--- src/dfcr_pkg.sv ---
// Purpose: constants for the steering-word register bank
// Assumes: 16-bit register words, 100 MHz core clock
// Notes:   timing figures live here; the pull range code map is in the register module
package dfcr_pkg;
  localparam logic [7:0]  ADDR_LOW_WORD   = 8'h00;
  localparam logic [7:0]  ADDR_HIGH_WORD  = 8'h01;
  localparam int          HIGH_FIELD_W    = 10;
  localparam int          OE_BIT          = 10;
  localparam logic [15:0] RESET_WORD      = 16'h0000;
  localparam logic [25:0] RESET_STEER     = 26'h0000000;
  localparam int          CLK_PERIOD_NS   = 10;
  localparam int          DELAY_MAX_US    = 140;
  localparam int          SETTLE_MAX_US   = 20;
  localparam int          DELAY_CYCLES    = (DELAY_MAX_US * 1000) / CLK_PERIOD_NS;
  localparam int          SETTLE_CYCLES   = (SETTLE_MAX_US * 1000) / CLK_PERIOD_NS;
  localparam int          CNT_W           = 15;
  localparam int          PPM_W           = 12;
  localparam int          STEER_FRAC_SH   = 25;
  localparam int          OFFSET_W        = 38;
  typedef enum logic [1:0] {
    DFCR_IDLE,
    DFCR_DELAY,
    DFCR_SETTLE
  } dfcr_state_t;
endpackage : dfcr_pkg

--- src/dfcr_regs.sv ---
// Purpose: steering-word and software output gate registers of the oscillator
// Assumes: serial link already decoded into word writes and reads
// Notes:   offset out is in units of 2^-25 ppm of full scale
//
// Summary of operation
// low word at 0x00, sixteen bits read/write
// high ten bits at 0x01 bits 9:0
// power-up clears the whole steering word
// steering word is signed two's complement
// host writes low word before high
// only high word write starts change
// writes accepted any time after power-up
// bit 10 of 0x01 gates the output
// hardware gate mode ignores bit 10 writes
// bits 15:11 of 0x01 read zero
// pull range code maps to full-scale ppm
// pull starts within 140 us, settles 20 us
// host keeps gate bit set on writes; the bench register loop writes a random bit 10 to 0x01
// offset equals word over 2^25 times range
// low and high words captured together
`timescale 1ns/1ns
`default_nettype none
module dfcr_regs
(
  // clock and reset
  input  wire  logic               core_clk_in,
  input  wire  logic               rst_in,
  // register access
  input  wire  logic               reg_wr_in,
  input  wire  logic               reg_rd_in,
  input  wire  logic [7:0]         reg_addr_in,
  input  wire  logic [15:0]        reg_wdata_in,
  output var   logic [15:0]        reg_rdata_out,
  // configuration
  input  wire  logic               hw_gate_mode_in,
  input  wire  logic [3:0]         pull_range_in,
  // oscillator side
  output var   logic               output_gate_out,
  output var   logic [25:0]        applied_steer_out,
  output var   logic signed [37:0] freq_offset_out,
  output var   logic               pull_busy_out,
  output var   logic               pull_settled_out
);

  function automatic logic [11:0] range_ppm(input logic [3:0] code);
    case (code)
      4'h3:    range_ppm = 12'h019;
      4'h4:    range_ppm = 12'h032;
      4'h5:    range_ppm = 12'h050;
      4'h6:    range_ppm = 12'h064;
      4'hd:    range_ppm = 12'h4b0;
      4'he:    range_ppm = 12'h640;
      4'hf:    range_ppm = 12'hc80;
      default: range_ppm = 12'h000; // unused codes pull nothing
    endcase
  endfunction

  logic [15:0]                 low_steer_word;
  logic [9:0]                  high_steer_word;
  logic                        output_gate;
  logic [25:0]                 applied_steer;
  logic [15:0]                 next_low_steer_word;
  logic [9:0]                  next_high_steer_word;
  logic                        next_output_gate;
  logic [25:0]                 next_applied_steer;
  logic [15:0]                 rdata;
  logic [15:0]                 next_rdata;
  dfcr_pkg::dfcr_state_t       state;
  dfcr_pkg::dfcr_state_t       next_state;
  logic [dfcr_pkg::CNT_W-1:0]  cnt;
  logic [dfcr_pkg::CNT_W-1:0]  next_cnt;
  logic signed [37:0]          offset;
  logic signed [37:0]          next_offset;
  logic                        wr_low;
  logic                        wr_high;
  logic signed [37:0]          steer_ext;
  logic signed [37:0]          ppm_ext;

  // both factors widened to the full offset width so the product cannot overflow
  assign steer_ext = {{12{applied_steer[25]}}, applied_steer};
  assign ppm_ext   = {26'h0000000, range_ppm(pull_range_in)};

  assign wr_low  = reg_wr_in && (reg_addr_in == dfcr_pkg::ADDR_LOW_WORD);
  assign wr_high = reg_wr_in && (reg_addr_in == dfcr_pkg::ADDR_HIGH_WORD);

  always_comb
  begin
    next_low_steer_word  = low_steer_word;
    next_high_steer_word = high_steer_word;
    next_output_gate     = output_gate;
    next_applied_steer   = applied_steer;
    next_rdata           = rdata;
    if (wr_low)
    begin
      next_low_steer_word = reg_wdata_in;
    end
    if (wr_high)
    begin
      next_high_steer_word = reg_wdata_in[dfcr_pkg::HIGH_FIELD_W-1:0];
      // pair taken with the incoming high word, never a stale mix
      next_applied_steer = {reg_wdata_in[dfcr_pkg::HIGH_FIELD_W-1:0], low_steer_word};
      if (!hw_gate_mode_in)
      begin
        next_output_gate = reg_wdata_in[dfcr_pkg::OE_BIT];
      end
    end
    if (reg_rd_in)
    begin
      case (reg_addr_in)
        dfcr_pkg::ADDR_LOW_WORD:  next_rdata = low_steer_word;
        dfcr_pkg::ADDR_HIGH_WORD: next_rdata = {5'h00, output_gate, high_steer_word};
        default:                  next_rdata = dfcr_pkg::RESET_WORD;
      endcase
    end
  end

  always_ff @(posedge core_clk_in or posedge rst_in)
  begin
    if (rst_in)
    begin
      low_steer_word  <= dfcr_pkg::RESET_WORD;
      high_steer_word <= 10'h000;
      output_gate     <= 1'b0;
      applied_steer   <= dfcr_pkg::RESET_STEER;
      rdata           <= dfcr_pkg::RESET_WORD;
    end
    else
    begin
      low_steer_word  <= next_low_steer_word;
      high_steer_word <= next_high_steer_word;
      output_gate     <= next_output_gate;
      applied_steer   <= next_applied_steer;
      rdata           <= next_rdata;
    end
  end

  // pull timing: worst-case delay then settle, restarted by each high write
  always_comb
  begin
    next_state  = state;
    next_cnt    = cnt;
    next_offset = offset;
    case (state)
      dfcr_pkg::DFCR_IDLE:
      begin
        next_cnt = '0;
      end
      dfcr_pkg::DFCR_DELAY:
      begin
        next_cnt = cnt + 15'h0001;
        if (cnt == 15'(dfcr_pkg::DELAY_CYCLES - 1))
        begin
          next_state  = dfcr_pkg::DFCR_SETTLE;
          next_cnt    = '0;
          // offset = signed word * ppm, read as ppm scaled by 2^-25
          next_offset = steer_ext * ppm_ext;
        end
      end
      dfcr_pkg::DFCR_SETTLE:
      begin
        next_cnt = cnt + 15'h0001;
        if (cnt == 15'(dfcr_pkg::SETTLE_CYCLES - 1))
        begin
          next_state = dfcr_pkg::DFCR_IDLE;
          next_cnt   = '0;
        end
      end
      default:
      begin
        next_state = dfcr_pkg::DFCR_IDLE;
      end
    endcase
    if (wr_high)
    begin
      next_state = dfcr_pkg::DFCR_DELAY;
      next_cnt   = '0;
    end
  end

  always_ff @(posedge core_clk_in or posedge rst_in)
  begin
    if (rst_in)
    begin
      state  <= dfcr_pkg::DFCR_IDLE;
      cnt    <= '0;
      offset <= '0;
    end
    else
    begin
      state  <= next_state;
      cnt    <= next_cnt;
      offset <= next_offset;
    end
  end

  always_ff @(posedge core_clk_in or posedge rst_in)
  begin
    if (rst_in)
    begin
      pull_busy_out    <= 1'b0;
      pull_settled_out <= 1'b1;
    end
    else
    begin
      pull_busy_out    <= (next_state != dfcr_pkg::DFCR_IDLE);
      pull_settled_out <= (next_state == dfcr_pkg::DFCR_IDLE);
    end
  end

  assign reg_rdata_out     = rdata;
  assign output_gate_out   = output_gate;
  assign applied_steer_out = applied_steer;
  assign freq_offset_out   = offset;
endmodule // dfcr_regs
`default_nettype wire

--- config.mk ---
export PLATFORM = sky130hd
export DESIGN_NAME = dfcr_regs
export DESIGN_NICKNAME = d
export VERILOG_FILES = /design/src/dfcr_pkg.sv /design/src/dfcr_regs.sv
export SDC_FILE = /design/constraint.sdc
export NUM_CORES = 1
export LEC_CHECK = 0
export ABC_AREA = 1
export CORE_MARGIN = 2
export CORE_UTILIZATION = 65
export CTS_CLUSTER_DIAMETER = 100
export CTS_CLUSTER_SIZE = 24
export DETAILED_ROUTE_END_ITERATION = 6
export DONT_BUFFER_PORTS = 1
export PLACE_DENSITY = 0.81
export SLEW_MARGIN = 20
export SYNTH_ARGS = -nofsm -noshare
export SYNTH_HDL_FRONTEND = slang
export SYNTH_SLANG_ARGS = --single-unit
--- constraint.sdc ---
create_clock -name core_clk_in -period 10.5 [get_ports core_clk_in]
set_clock_uncertainty 0.2 [all_clocks]
set_input_delay 0.525 -clock core_clk_in [delete_from_list [all_inputs] [get_ports core_clk_in]]
set_output_delay 0.525 -clock core_clk_in [all_outputs]
set_load 0.01 [all_outputs]
==> results.ini, run 1 <==
[floorplanning]
start_util_pct = 66.3
die_w_um = 159
coreArea_um2 = 23500
io_pins = 116
die_h_um = 159
die-area_um2 = 25300
rows = 56

[synth]
synthTopCellsByArea = fa_1 32%, dfrtp_1 18%, inv_1 11%
synth.net_count = 2401
async_flop_share_pct = 100
synth_cell_type_count = 39
yosysSeqAreaShare_pct = 18.6
synth.avg_cell_area_um2 = 7.79
yosysTopAreaCellShare_pct = 31.5
ys_ff_latch = 116
ys.flop_type = dfrtp_1
ys.warnings.count = 0
yosys.area.top_type = fa_1
syn-instance-count = 2005
syn-cell-area_um2 = 15600
synth_edf_count = 0

[final_layout]
final_layout_size_suffix_gt1_share_pct = 2.65
final_nets = 2381
final_cell_mix = 461 x inv_1, 450 x nand2_1, 257 x nor2_1, 246 x fa_1, 117 x ha_1
final_common_cell = inv_1
final_core_util_pct = 70.0
area_delta_synth_final_pct = 5.58
diodes = 0
fillers = 1949
design_area_um2 = 16500

[clocking]
post-cts-setup-buffers = 0
cts_inserted_buffers = 17
clock_sinks = 116
cts_tree = built
ctsResizeCount = 0
cts_root_buffer = clkbuf_16
hold_buffers = 1
cts.htree.levels = 4
worstSkewPairLatency_ns = 0.45
cts_max_path_buffers = 2
cts.clk_slew.worst_paths_ns = 0.07

[global_routing]
antenna_found_initial = 0
grt_max_degree = 65
grt_overflow = 0
grt_use_total_pct = 35.2
grt_pass1_wl_mm = 69.8
grt_pass1_vias = 13906

[sta]
grt_setup_unrepaired = false
timing.slew.headroom_pct = 33.7
maxSlewViolCount = 0
whs_ns = 0.0182
layout_setup_ws_ns = 3.04
min_period_ns = 7.46
hold_viol = 0
fmax_mhz = 134
finalCritPeriodShare_pct = 71.0
setup_violations = 0
setup_tns_ns = 0
worst_pin_slew_ns = 0.989

[worst_setup_path]
crit_top_cell = nand2_1
crit_family = adder cells
cp-end-kind = flip-flop
worst_ep_arrival_time_ns = 7.59
worstPathBufferInverterCount = 5
crit_path_max_incr_delay_ns = 0.75
worstPathRequired_ns = 10.63
path_class = in2reg
slowest_stage = nor3_2
crit_fanout = 21
cp-start-kind = input port

[detailed_routing]
drc_errors = 0
via_per_inst = 5.68
drt_iter0_markers = 992
drt-wirelength-per-cell_um = 18.3
via_count = 13168
drt-pass1-iter-count = 7
ant_nets = 0
detail_route.wirelength_mm = 42.4

[status]
run_status = complete, no violations

[job]
drv_cap = 0

[placed_design]
place_congestion = 0.959
io_buffers = 0
place_ws_ns = 2.86
hpwl_mm = 33.6
place_area_um2 = 15900

[pwr]
p_per_area_nw_per_um2 = 121
p_leak_nw = 8.97
ir_worst_vdd_mv = 0.0960

[worst_hold_path]
hp-class = in2reg

layer usage:
layer	share of wire [%]	global-route usage [%]
met5	0	0
met3	8.9	7.79
met4	5.0	17.5
met2	49	60.0
met1	37	42.6
final cells by class:
class                           instances  area (um^2)  share of cell area, %
Multi-Input combinational cell       1372        10800                   65.3
Sequential cell                       116         2900                   17.6
Inverter                              473         1780                   10.8
Clock buffer                           17          425                   2.58
Tap cell                              319          399                   2.42
Clock inverter                         15          181                   1.10
Timing Repair Buffer                    5         40.0                  0.243
stage by stage:
step,cells,power [mW]
2_1_floorplan,2005,1.11
3_3_place_gp,2284,1.35
3_5_place_dp,2284,1.37
4_1_cts,2317,1.99
5_1_grt,2317,2.13
6_report,2317,2.00
sequential cells by signal (all words and copies together) (netlist names):
| register | cells |
|---|---|
| high_steer_word | 10 |
| reg_rdata_out | 16 |
| freq_offset_out | 38 |
| cnt | 15 |
| low_steer_word | 16 |
| pull_busy_out | 1 |
| pull_settled_out | 1 |
| state | 2 |
| applied_steer_out | 16 |
| output_gate_out | 1 |
cells by family (layout without fill, tap and decap cells):
family,Yosys count,count (layout),synth area share [%]
and+or+nand+nor,824,824,21.2
xor gates and xnor gates,22,22,1.23
DFF,116,116,18.6
buffers and inverters,517,510,12.6
AOI/OAI and AO/OA,163,163,5.47
adders and majority gates,363,363,40.9
power by group:
part | internal, mW | switching, mW | leakage [nW]
Sequential | 0.460 | 0.0300 | 1.32
Combinational | 0.302 | 0.588 | 7.35
Clock | 0.324 | 0.297 | 0.297
Total | 1.09 | 0.915 | 8.97
cell usage after synthesis, types with 4 or more instances:
cell and n:
a21oi_1 64, buf_2 12, clkbuf_1 28, clkinv_1 7, dfrtp_1 115, fa_1 246, ha_1 117, inv_1 462
inv_2 4, nand2_1 450, nand3_1 72, nand4_1 10, nor2_1 257, nor3_1 14, nor4_1 4, o21ai_0 72
o21ai_1 15, o21bai_1 8, xnor2_1 8, xor2_1 14
final timing paths:
path / from / end / slack [ns] / cells after the start
max: pull_range_in[1] / freq_offset_out[30] / 3.04 / 25
min: reg_wdata_in[7] / low_steer_word[7] / 0.02 / 2
max reg2reg: high_steer_word[9] / freq_offset_out[37] / 4.11 / 21
min reg2reg: low_steer_word[14] / low_steer_word[14] / 0.31 / 2
max in group asynchronous: rst_in / freq_offset_out[35] / 8.30 / 3
min in group asynchronous: rst_in / output_gate_out / 0.50 / 2
No activity file was read; power rests on OpenSTA's default activity.
==> inputs of run 2 (changes only) <==
--- a/config.mk
+++ b/config.mk
@@ -5,7 +5,7 @@
 export SDC_FILE = /design/constraint.sdc
 export NUM_CORES = 1
 export LEC_CHECK = 0
-export ABC_AREA = 1
+export ABC_AREA = 0
 export CORE_MARGIN = 2
 export CORE_UTILIZATION = 65
 export CTS_CLUSTER_DIAMETER = 100
==> constraint.sdc (replaced) <==
create_clock -name core_clk_in -period 7.05 [get_ports core_clk_in]
set_clock_uncertainty 0.2 [all_clocks]
set_input_delay 0.3525 -clock core_clk_in [delete_from_list [all_inputs] [get_ports core_clk_in]]
set_output_delay 0.3525 -clock core_clk_in [all_outputs]
set_load 0.01 [all_outputs]
==> results.ini, run 2 <==
[status]
run_status = complete, no violations

[worst_setup_path]
path_class = reg2reg
r2r-end = freq_offset_out[35]
critPathLaunch = applied_steer_out[8]
reg2regPathDepth = 19  ; -9.5%
worst_ep_arrival_time_ns = 6.53  ; -1.06 ns
crit_fanout = 12  ; -43%
worstPathRequired_ns = 7.12  ; -3.51 ns
cp-end-kind = flip-flop
r2r_start = applied_steer_out[8]
reg2reg_setup_slack_ns = 0.59  ; -3.52 ns
cp-start-kind = flip-flop
cp-endpoint = freq_offset_out[35]

[synth]
yosysSeqAreaShare_pct = 19.2  ; +0.64 points
ys.warnings.count = 0  ; unchanged
synth.avg_cell_area_um2 = 9.42  ; +21%
yosys.area.top_type = fa_1
synth_edf_count = 0  ; unchanged
yosysTopAreaCellShare_pct = 32.6  ; +1.1 points
ys.flop_type = dfrtp_1
synth.net_count = 1998  ; -17%
syn-instance-count = 1602  ; -20%
syn-cell-area_um2 = 15100  ; -3.3%
ys_ff_latch = 116  ; unchanged
synthTopCellsByArea = fa_1 33%, dfrtp_1 19%, ha_1 9.7%
synth_most_common_cell = inv_1
async_flop_share_pct = 100  ; unchanged
synth_common_cells = 352 x inv_1, 246 x fa_1, 177 x nand2_1, 129 x and2_1, 117 x ha_1
synth_cell_type_count = 54  ; +38%

[final_layout]
final_core_util_pct = 71.1  ; +1.1 points
final_nets = 1985  ; -17%
final_common_cell = inv_1
largest_register_ffs = 38  ; unchanged
final_cell_mix = 351 x inv_1, 246 x fa_1, 176 x nand2_1, 129 x and2_1, 117 x ha_1
final_layout_size_suffix_gt1_share_pct = 7.12  ; +4.5 points
diodes = 0  ; unchanged
multi_input_area_um2 = 10600  ; -1.4%
area_delta_synth_final_pct = 6.99
fillers = 1643  ; -16%
ff_latch_area_um2 = 2900  ; unchanged
design_area_um2 = 16200  ; -2.0%

[global_routing]
grt_pass1_wl_mm = 59.0  ; -15%
grt_pass1_vias = 12071  ; -13%
grt_overflow = 0  ; unchanged
antenna_found_initial = 1  ; +1
grt_use_total_pct = 31.6  ; -3.6 points
grt_max_degree = 76  ; +17%

[sta]
finalCritPeriodShare_pct = 91.6
setup_tns_ns = 0  ; unchanged
timing.slew.headroom_pct = 38.8  ; +5.1 points
maxSlewViolCount = 0  ; unchanged
worst_pin_slew_ns = 0.918  ; -0.0710 ns
whs_ns = 0.0699  ; +0.0518 ns
fmax_mhz = 155
setup_violations = 0  ; unchanged
grt_setup_unrepaired = false
min_period_ns = 6.46
hold_viol = 0  ; unchanged

[detailed_routing]
drt_iter0_markers = 746  ; -25%
drt-pass1-iter-count = 6  ; -1
drt-wirelength-per-cell_um = 19.0  ; +3.8%
via_count = 10827  ; -18%
drc_errors = 0  ; unchanged
via_per_inst = 5.74  ; +0.96%
ant_nets = 0  ; unchanged
detail_route.wirelength_mm = 35.9  ; -15%

[clocking]
cts.htree.levels = 4  ; unchanged
hold_buffers = 21  ; +20
worstSkewPairLatency_ns = 0.43  ; -0.02 ns
cts_root_buffer = clkbuf_16
clock_sinks = 116  ; unchanged
cts_inserted_buffers = 17  ; unchanged
ctsResizeCount = 0  ; unchanged
cts_tree = built
post-cts-setup-buffers = 0  ; unchanged
cts.clk_slew.worst_paths_ns = 0.06  ; about the same
cts_max_path_buffers = 2  ; unchanged

[placed_design]
place_congestion = 0.933  ; -2.7%
place_area_um2 = 15300  ; -3.3%
io_buffers = 0  ; unchanged
hpwl_mm = 28.1  ; -16%

[floorplanning]
die_h_um = 156  ; -1.6%
io_pins = 116  ; unchanged
start_util_pct = 66.5  ; +0.14 points
die_w_um = 156  ; -1.6%
die-area_um2 = 24500  ; -3.2%
rows = 55  ; -1.8%
coreArea_um2 = 22700  ; -3.5%

[pwr]
p_per_area_nw_per_um2 = 115  ; -4.8%
p_leak_nw = 8.66  ; -3.5%
ir_worst_vdd_mv = 0.186  ; +93%

[worst_hold_path]
hp-class = in2reg

[job]
drv_cap = 0  ; unchanged

==> run 2: power by group <==
part / switching, mW / leakage, nW / total [mW] / internal (mW)
Combinational: 0.123 / 6.96 / 0.205 / 0.0820
Sequential: 0.0403 / 1.41 / 0.733 / 0.693
Clock: 0.388 / 0.295 / 0.927 / 0.539
==> run 2: worst max-delay path: stages (launching register included) <==
cell      delay (ns)
dfrtp_1         0.79
nand2_1         0.32
fa_1            0.48
fa_1            0.56
inv_1           0.06
fa_1            0.50
fa_1            0.54
inv_1           0.05
fa_1            0.50
inv_1           0.05
ha_1            0.33
a21oi_1         0.16
o21ai_0         0.17
a221oi_2        0.43
a21oi_1         0.20
o211ai_1        0.33
nand3_1         0.11
a21oi_1         0.22
xor2_1          0.17
o21ai_0         0.10
==> run 2: worst min-delay path by stage <==
stage	startpoint	end	slack, ns	cells past startpoint
3_3_place_gp	rst_in	freq_offset_out[10]	0.09	1
2_1_floorplan	reg_rd_in	reg_rdata_out[11]	0.26	1
5_1_grt	reg_addr_in[0]	state[0]	0.08	2
3_5_place_dp	rst_in	freq_offset_out[10]	0.1	1
6_report	reg_addr_in[0]	state[0]	0.07	2
4_1_cts	reg_addr_in[0]	state[0]	0.06	2
==> run 2: area by class of cell <==
type                    instances  area share (%)
inverters                     352            8.20
multi-input cells            1062            65.7
clock inverters                15            1.14
well taps                     285            2.21
clock buffers                  17            2.63
repair buffers                 40            2.18
flip-flops and latches        116            18.0
==> run 2: cell families (layout without fill, tap and decap cells) <==
kind of cell               Yosys count  after routing  synth area share [%]
DFF                                116            116                  19.2
adders and majority gates          363            363                  42.3
buffers and inverters              424            424                  10.6
muxes                               60             60                  4.37
xor gates and xnor gates            50             50                  2.90
and+or+nand+nor                    448            448                  15.0
AOI/OAI and AO/OA                  141            141                  5.64
==> run 2: layer usage <==
layer	global-route usage [%]	share of wire, %	vias up
met4	15.2	4.6	0
li1	-	-	4850
met3	7.73	7.2	122
met5	0	0	-
met2	56.0	51	439
met1	36.1	37	5416
==> run 2: metrics by stage <==
| stage | power, mW | setup slack [ns] | instances |
|---|---|---|---|
| 4_1_cts | 1.88 | 0.689 | 1887 |
| 3_3_place_gp | 0.925 | 0.564 | 1834 |
| 5_1_grt | 1.93 | 0.385 | 1887 |
| 2_1_floorplan | 0.882 | 0.984 | 1602 |
| 6_report | 1.87 | 0.593 | 1887 |
| 3_5_place_dp | 0.934 | 0.398 | 1834 |
